$ cat src/qdec_pkg.sv
// Purpose: Shared constants and types for the quadrature decoder
// Assumes: Encoder outputs are logic-level square waves
// Notes: Counts derive from the 250 MHz system clock
package qdec_pkg;
  localparam int QDEC_CLK_MHZ = 250;
  localparam int QDEC_CPR = 500;
  localparam int QDEC_QUAD_PER_CYCLE = 4;
  localparam int QDEC_MAX_CNT_HZ = 130000;
  localparam int QDEC_SYNC_STAGES = 2;
  localparam int QDEC_POS_W = 16;
  localparam int QDEC_RATE_W = 20;
  // Rate gate of one millisecond
  localparam int QDEC_GATE_US = 1000;
  localparam int QDEC_GATE_CYC = QDEC_GATE_US * QDEC_CLK_MHZ;
  localparam logic [1:0] QDEC_ZERO_AB = 2'h0;
  typedef enum logic [2:0] {
    QDEC_S_IDLE = 3'h1,
    QDEC_S_ARMED = 3'h2,
    QDEC_S_SEEN = 3'h4
  } qdec_ref_t;
endpackage : qdec_pkg

$ cat src/qdec_sync_if.sv
// Purpose: Carries synchronised encoder levels between modules
// Assumes: One clock domain
// Notes: Producer is the synchroniser, consumer the decoder
`timescale 1ns/100ps
interface qdec_sync_if;
  logic chan_a;
  logic chan_b;
  logic index;
  modport prod (output chan_a, output chan_b, output index);
  modport cons (input chan_a, input chan_b, input index);
endinterface : qdec_sync_if

$ cat src/qdec_sync.sv
// Purpose: Two-flop synchroniser for the three encoder outputs
// Assumes: Encoder outputs are asynchronous to the clock
// Notes: Only the second stage is visible to other logic
`timescale 1ns/100ps
module qdec_sync
  import qdec_pkg::*;
(
  input wire logic i_clk, // System clock
  input wire logic i_rstn, // Async reset, active low
  input wire logic [2:0] i_raw, // Index, B, A from the encoder
  qdec_sync_if.prod sync // Synchronised levels
);
  logic [2:0] meta_q;
  logic [2:0] stab_q;

  // Two stages per input; first stage feeds only the second
  always_ff @(posedge i_clk or negedge i_rstn) begin
    if (!i_rstn) begin
      meta_q <= 3'h0;
      stab_q <= 3'h0;
    end else begin
      meta_q <= i_raw;
      stab_q <= meta_q;
    end
  end

  assign sync.chan_a = stab_q[0];
  assign sync.chan_b = stab_q[1];
  assign sync.index = stab_q[2];
endmodule : qdec_sync

$ cat src/qdec_top.sv
// Purpose: Quadrature decoder and position counter for a shaft encoder
// Assumes: Two channels in quadrature plus an index output
// Notes: Counts one step per edge, four per output cycle
// Notes on behaviour
// Encoder gives two quadrature waves, optional index
// Five hundred cycles per revolution
// Second channel lags or leads by 90 degrees
// Direction from which channel leads
// Index pulse once per turn, one cycle
// One cycle equals 360 electrical degrees
// Track count rate of at least 130 kHz
// Position from counted cycles
// Phase measured between high pulse centres
// Index phase from edge angle difference
// Zero reference from index with both channels
// Zero reference found once per revolution
// Two-flop synchronise all encoder inputs
`timescale 1ns/100ps
module qdec_top
  import qdec_pkg::*;
#(
  parameter int POS_W = QDEC_POS_W, // Position counter width
  parameter int CPR = QDEC_CPR, // Output cycles per revolution
  parameter int GATE_CYC = QDEC_GATE_CYC // Rate gate length in clocks
) (
  input wire logic I_CLOCK, // 250 MHz system clock
  input wire logic I_RSTN, // Async reset, active low
  input wire logic I_ENC_A, // Encoder first channel
  input wire logic I_ENC_B, // Encoder second channel
  input wire logic I_ENC_INDEX, // Encoder index channel
  input wire logic I_ZERO_ON_REF, // Clear position at zero reference
  output logic [POS_W-1:0] O_POSITION, // Edge count within turn
  output logic O_DIR_CW, // High when A leads B
  output logic O_STEP, // One-cycle pulse per counted edge
  output logic O_ZERO_REF, // Pulse at zero reference state
  output logic O_REF_VALID, // Zero reference seen since reset
  output logic O_QUAD_ERR, // Sticky illegal transition flag
  output logic [QDEC_RATE_W-1:0] O_RATE // Edges per gate period
);
  localparam int EDGES_REV = CPR * QDEC_QUAD_PER_CYCLE;
  localparam logic [POS_W-1:0] POS_LAST = POS_W'(EDGES_REV - 1);
  localparam logic [31:0] GATE_LAST = 32'(GATE_CYC - 1);

  // ****************************************************
  // Input synchronisation
  // ****************************************************
  qdec_sync_if sif ();

  qdec_sync u_sync (
    .i_clk(I_CLOCK),
    .i_rstn(I_RSTN),
    .i_raw({I_ENC_INDEX, I_ENC_B, I_ENC_A}),
    .sync(sif)
  );

  // Returns +1, -1 or 0 step, and flags a double jump
  function automatic logic [2:0] qdec_step(input logic [1:0] prv,
                                           input logic [1:0] cur);
    logic [3:0] key;
    key = {prv, cur};
    case (key)
      4'h1, 4'h7, 4'he, 4'h8: qdec_step = 3'h1; // Up
      4'h2, 4'hb, 4'hd, 4'h4: qdec_step = 3'h2; // Down
      4'h3, 4'hc, 4'h6, 4'h9: qdec_step = 3'h4; // Illegal
      default: qdec_step = 3'h0;
    endcase
  endfunction : qdec_step

  // ****************************************************
  // Edge decode
  // ****************************************************
  logic [1:0] ab_q;
  logic [QDEC_SYNC_STAGES-1:0] warm_q; // Fills as sync stages fill
  logic primed_q;
  logic [1:0] ab_now;
  logic [2:0] stp;
  logic up;
  logic dn;

  assign ab_now = {sif.chan_b, sif.chan_a};
  assign stp = primed_q ? qdec_step(ab_q, ab_now) : 3'h0;
  // Gray order 00,01,11,10 means A leads B: up count
  // Pulse centres a quarter cycle apart: one count per edge
  assign up = stp[0];
  assign dn = stp[1];

  // Previous state of the channels; decode waits until the sync
  // stages and ab_q hold real pin levels, so no false edge after reset
  always_ff @(posedge I_CLOCK or negedge I_RSTN) begin
    if (!I_RSTN) begin
      ab_q <= 2'h0;
      warm_q <= '0;
      primed_q <= 1'b0;
    end else begin
      ab_q <= ab_now;
      warm_q <= {warm_q[QDEC_SYNC_STAGES-2:0], 1'b1};
      primed_q <= warm_q[QDEC_SYNC_STAGES-1];
    end
  end

  // ****************************************************
  // Zero reference detection
  // ****************************************************
  logic zref_now;
  qdec_ref_t ref_q;
  logic zref_prev_q;
  logic zref_rise;

  // Index high while both channels low marks the reference
  // Expects zero index phase: index centred on the low-low state
  assign zref_now = sif.index && (ab_now == QDEC_ZERO_AB);

  // Counts each reference state once, on its entry
  always_ff @(posedge I_CLOCK or negedge I_RSTN) begin
    if (!I_RSTN) begin
      zref_prev_q <= 1'b0;
      ref_q <= QDEC_S_IDLE;
    end else begin
      zref_prev_q <= zref_now;
      case (ref_q)
        QDEC_S_IDLE: begin
          if (zref_rise) ref_q <= QDEC_S_SEEN;
          else if (primed_q) ref_q <= QDEC_S_ARMED;
        end
        QDEC_S_ARMED: if (zref_now && !zref_prev_q) ref_q <= QDEC_S_SEEN;
        QDEC_S_SEEN: ref_q <= QDEC_S_SEEN;
        default: ref_q <= QDEC_S_IDLE;
      endcase
    end
  end

  assign zref_rise = zref_now && !zref_prev_q && primed_q;

  // ****************************************************
  // Position counter
  // ****************************************************
  logic [POS_W-1:0] pos_q;

  // Wraps within one revolution of 4*CPR edges
  always_ff @(posedge I_CLOCK or negedge I_RSTN) begin
    if (!I_RSTN) begin
      pos_q <= '0;
    end else if (zref_rise && I_ZERO_ON_REF) begin
      pos_q <= '0;
    end else if (up) begin
      pos_q <= (pos_q == POS_LAST) ? '0 : pos_q + 1'b1;
    end else if (dn) begin
      pos_q <= (pos_q == '0) ? POS_LAST : pos_q - 1'b1;
    end
  end

  // ****************************************************
  // Rate measurement
  // ****************************************************
  logic [31:0] gate_q;
  logic [QDEC_RATE_W-1:0] acc_q;
  logic [QDEC_RATE_W-1:0] rate_q;

  // Counts edges over a fixed gate; each edge is one quarter cycle
  always_ff @(posedge I_CLOCK or negedge I_RSTN) begin
    if (!I_RSTN) begin
      gate_q <= 32'h0000_0000;
      acc_q <= '0;
      rate_q <= '0;
    end else if (gate_q == GATE_LAST) begin
      gate_q <= 32'h0000_0000;
      rate_q <= acc_q;
      acc_q <= (up || dn) ? QDEC_RATE_W'(1) : '0;
    end else begin
      gate_q <= gate_q + 32'h0000_0001;
      if ((up || dn) && !(&acc_q)) acc_q <= acc_q + 1'b1;
    end
  end

  // ****************************************************
  // Outputs
  // ****************************************************
  always_ff @(posedge I_CLOCK or negedge I_RSTN) begin
    if (!I_RSTN) begin
      O_POSITION <= '0;
      O_DIR_CW <= 1'b0;
      O_STEP <= 1'b0;
      O_ZERO_REF <= 1'b0;
      O_REF_VALID <= 1'b0;
      O_QUAD_ERR <= 1'b0;
      O_RATE <= '0;
    end else begin
      O_POSITION <= pos_q;
      if (up) O_DIR_CW <= 1'b1;
      else if (dn) O_DIR_CW <= 1'b0;
      O_STEP <= up || dn;
      O_ZERO_REF <= zref_rise;
      O_REF_VALID <= (ref_q == QDEC_S_SEEN);
      if (stp[2]) O_QUAD_ERR <= 1'b1;
      O_RATE <= rate_q;
    end
  end

  // ****************************************************
  // Assertions
  // ****************************************************
  a_step_pulse: assert property (
    @(posedge I_CLOCK) disable iff (!I_RSTN)
    (up || dn) |=> O_STEP)
    else $error("Counted edge gave no step pulse");

  a_dir_up: assert property (
    @(posedge I_CLOCK) disable iff (!I_RSTN)
    up |=> O_DIR_CW)
    else $error("A-leads edge not shown as clockwise");

  a_dir_down: assert property (
    @(posedge I_CLOCK) disable iff (!I_RSTN)
    dn |=> !O_DIR_CW)
    else $error("B-leads edge not shown as reverse");

  a_pos_up: assert property (
    @(posedge I_CLOCK) disable iff (!I_RSTN)
    (up && !zref_rise && pos_q != POS_LAST) |=>
      pos_q == $past(pos_q) + 1'b1)
    else $error("Position failed to increment");

  a_pos_wrap: assert property (
    @(posedge I_CLOCK) disable iff (!I_RSTN)
    (up && !zref_rise && pos_q == POS_LAST) |=> pos_q == '0)
    else $error("Position failed to wrap at revolution");

  a_zero_clear: assert property (
    @(posedge I_CLOCK) disable iff (!I_RSTN)
    (zref_rise && I_ZERO_ON_REF) |=> pos_q == '0 ##1 O_POSITION == '0)
    else $error("Zero reference did not clear position");

  a_zref_once: assert property (
    @(posedge I_CLOCK) disable iff (!I_RSTN)
    O_ZERO_REF |=> !O_ZERO_REF)
    else $error("Zero reference pulse longer than one cycle");

  a_ref_sticky: assert property (
    @(posedge I_CLOCK) disable iff (!I_RSTN)
    O_ZERO_REF |=> O_REF_VALID)
    else $error("Reference valid not set after zero reference");

  a_no_both: assert property (
    @(posedge I_CLOCK) disable iff (!I_RSTN)
    !(up && dn))
    else $error("Up and down in one cycle");

  a_err_hold: assert property (
    @(posedge I_CLOCK) disable iff (!I_RSTN)
    (stp[2] && !zref_rise) |=> pos_q == $past(pos_q) && O_QUAD_ERR)
    else $error("Illegal transition moved position or missed error");
endmodule : qdec_top

$ cat config.mk
export PLATFORM = sky130hd
export DESIGN_NAME = qdec_top
export DESIGN_NICKNAME = d
export VERILOG_FILES = /design/src/qdec_pkg.sv /design/src/qdec_sync_if.sv /design/src/qdec_sync.sv /design/src/qdec_top.sv
export SDC_FILE = /design/constraint.sdc
export NUM_CORES = 1
export LEC_CHECK = 0
export BUFFER_PORTS_ARGS = -buffer_cell sky130_fd_sc_hd__clkbuf_2
export CORE_ASPECT_RATIO = 1.4
export CORE_MARGIN = 1.5
export CORE_UTILIZATION = 64
export CTS_CLUSTER_SIZE = 20
export DETAILED_ROUTE_END_ITERATION = 12
export HOLD_SLACK_MARGIN = 0.1
export PLACE_DENSITY = 0.95
export SLEW_MARGIN = 20
export SYNTH_ARGS = -nofsm -noshare
export SYNTH_HDL_FRONTEND = slang
export SYNTH_SLANG_ARGS = --single-unit
$ cat constraint.sdc
create_clock -name I_CLOCK -period 6.75 [get_ports I_CLOCK]
set_input_delay 1.35 -clock I_CLOCK [delete_from_list [all_inputs] [get_ports I_CLOCK]]
set_output_delay 1.35 -clock I_CLOCK [all_outputs]
set_load 0.1 [all_outputs]
==> results.toml <==
[yosys]
synth_ff_type = "dfrtp_1"
syn_avg_cell_area_sq_um = 11.0
netlist_instances = 566
synthDistinctLibCells = 58
synth_edf_count = 0
synth_top_cell_by_area = "dfrtp_1"
ys_seq_area_share_pct = 57.7
ys_warn_count = 0
synth_area_sq_um = 6250
synth_common_cells = "dfrtp_1 (143), nor2_1 (51), xnor2_1 (40)"
netlist.area_leader.share_pct = 57.3
yosysMostFrequentCell = "dfrtp_1"
synth_area_leaders = "dfrtp_1 (57%), xnor2_1 (5.6%), mux2_2 (3.6%)"
ys_seq_elements = 144
async_flop_share_pct = 100
syn_nets = 577

[cts]
clock_latency_ns = 0.42
cts_sinks = 144
cts_tree = "done"
cts-resized-gates = 0
clkSlewWorstSetupHoldPaths_ns = 0.06
clockBufferDepth = 2
cts_setup_buffers = 0
cts-root-buf = "clkbuf_16"
holdBufCountCts = 0
numCtsBuffers = 17
h-tree-depth = 4

[hold_path]
min_path_type = "register to register"

[critical_path]
crit_required_ns = 7.05
end_kind = "register"
cp_slowest_cell = "nor3_4"
worstSetupPathType = "register to register"
slowest_delay_ns = 0.63
cp_cell_sequence = "nor4b_1, nand4_1, nor3_4, buf_4, mux2_2"
arrival_ns = 3.17
start_kind = "register"
path_max_fanout = 21

[die]
coreArea_sq_um = 9460
io_pins = 47
num_rows = 42
die_x_um = 86.5
initial_core_util_pct = 66.0
die_y_um = 120
die_area_sq_um = 10400

[route]
initialDrtViolationCount = 509
drc = 0
dr.pass1.iters = 5
viasPerCell = 6.49
dr_total_vias = 4768
ant_nets = 0
wl_per_cell_um = 19.8
postRouteWirelength_um = 14600

[timing]
fmax_mhz = 349
maxSlewHeadroom_pct = 49.8
final.period_utilization_pct = 42.5
setup-tns-final_ns = 0
skew_ns = 0.0132
holdWs_ns = 0.354
tightest_slew_ns = 0.742
finalHoldViolCount = 0
rsz0062_at_grt = "no"
fin_crit_ns = 2.87
slew_violations = 0
finalSetupViolCount = 0

[grt]
antenna_found_initial = 0
grt_pass1_wl_um = 23400
first_global_vias = 4631
overflow = 0
grt_max_degree = 85
grt_usage_pct = 29.8

[pwr]
total_leakage_power_nw = 3.26
vdd_drop_max_uv = 322
p_per_area_nw_per_um2 = 369

[final_layout]
layout.nets = 623
design_area_sq_um = 7130
areaGrowthSynthToFinish_pct = 14.2
drive_above_1_share_pct = 17.8
antenna_cells = 0
layout.cells.non_filler = 735
post-route-util_pct = 75.4

[flow_run]
cap_viol_max_count = 0

[placement]
dp_cells = 702
hpwl_um = 9120
gp_congestion = 0.950
io_buffers = 46
place_area_sq_um = 6560

[status]
status = "complete, no violations"
## cell usage in the layout, fill, tap and decap left out, types with 3 or more instances in the layout
cell / netlist / final
nand2_1: 35 / 35
o211ai_1: 5 / 5
nand3_1: 38 / 38
nand4_1: 14 / 14
clkinv_4: 0 / 3
inv_6: 0 / 3
buf_4: 1 / 4
clkbuf_1: 18 / 3
nor2_1: 51 / 51
a21oi_1: 16 / 16
nor4_1: 14 / 14
o21ai_0: 22 / 22
mux2_2: 20 / 20
xor2_1: 13 / 13
xnor2_1: 40 / 40
clkbuf_2: 1 / 45
ha_1: 5 / 5
or3_1: 11 / 11
dfrtp_1: 143 / 143
and3_1: 11 / 11
mux2i_1: 4 / 4
a21o_1: 3 / 3
nor3_1: 24 / 24
inv_1: 11 / 11
clkbuf_16: 0 / 17
a22o_1: 4 / 4
nor4b_1: 4 / 4
and4_1: 8 / 8
nor3b_1: 3 / 3
nand3b_1: 3 / 3
## layout make-up
type	instances	area [sq um]
Inverter	12	45.0
Fill cell	589	2330
Clock inverter	10	103
Multi-Input combinational cell	386	2500
Tap cell	110	138
Timing Repair Buffer	51	274
Clock buffer	22	464
Sequential cell	144	3600
## final timing paths
path,startpoint,to,slack [ns],cells past startpoint
hold / removal,warm_q[1],primed_q,0.35,0
min in group asynchronous,I_RSTN,gate_q[23],0.98,1
setup / recovery,gate_q[5],rate_q[17],3.88,5
max in group asynchronous,I_RSTN,gate_q[17],4.54,2
hold reg to reg,warm_q[1],primed_q,0.35,0
setup reg to reg,gate_q[5],rate_q[17],3.88,5
## sequential cells by signal, indices dropped and copies added (netlist names), 2 cells and up
register	flops
O_RATE	20
pos_q	16
acc_q	20
ab_q	2
u_sync.meta_q	3
O_POSITION	16
warm_q	2
rate_q	20
ref_q	3
u_sync.stab_q	3
gate_q	32
## logic make-up (layout without fill, tap and decap cells)
family,after synthesis,in the layout,synth area share [%]
other,1,1,0.0600
adder cells (fa/ha/maj),5,5,1.00
multiplexers,24,24,4.25
flip-flops,144,144,57.7
XOR/XNOR,54,54,7.69
buffers and inverters,36,95,2.32
AND/OR/NAND/NOR,233,233,19.8
AO/OA/AOI/OAI,69,69,7.19
## power by group
group          total, W  internal, W  switching (W)
sequential      0.00113     0.000964       0.000165
clock          0.000888     0.000531       0.000357
combinational  0.000616     0.000147       0.000469
total           0.00263      0.00164       0.000992
## per-layer routing
layer | track usage, % | up-vias | share of wire [%]
li1 | - | 2103 | -
met1 | 36.1 | 2315 | 38
met2 | 48.5 | 283 | 51
met3 | 8.05 | 67 | 7.0
met4 | 15.1 | 0 | 4.1
met5 | 0 | - | 0
## worst max-delay path: cells and delay by family, from the launching register on
kind	cells	cell delay (ns)
buffers and inverters	1	0.41
DFF	1	0.44
muxes	1	0.39
and+or+nand+nor	3	1.50
## per-stage QoR
step,setup slack [ns],total power (W)
2_1_floorplan,4.49,0.00160
3_3_place_gp,4.11,0.00172
3_5_place_dp,4.04,0.00174
4_1_cts,3.92,0.00263
5_1_grt,3.73,0.00272
6_report,3.88,0.00263
Power figures use the tool's default switching activity.
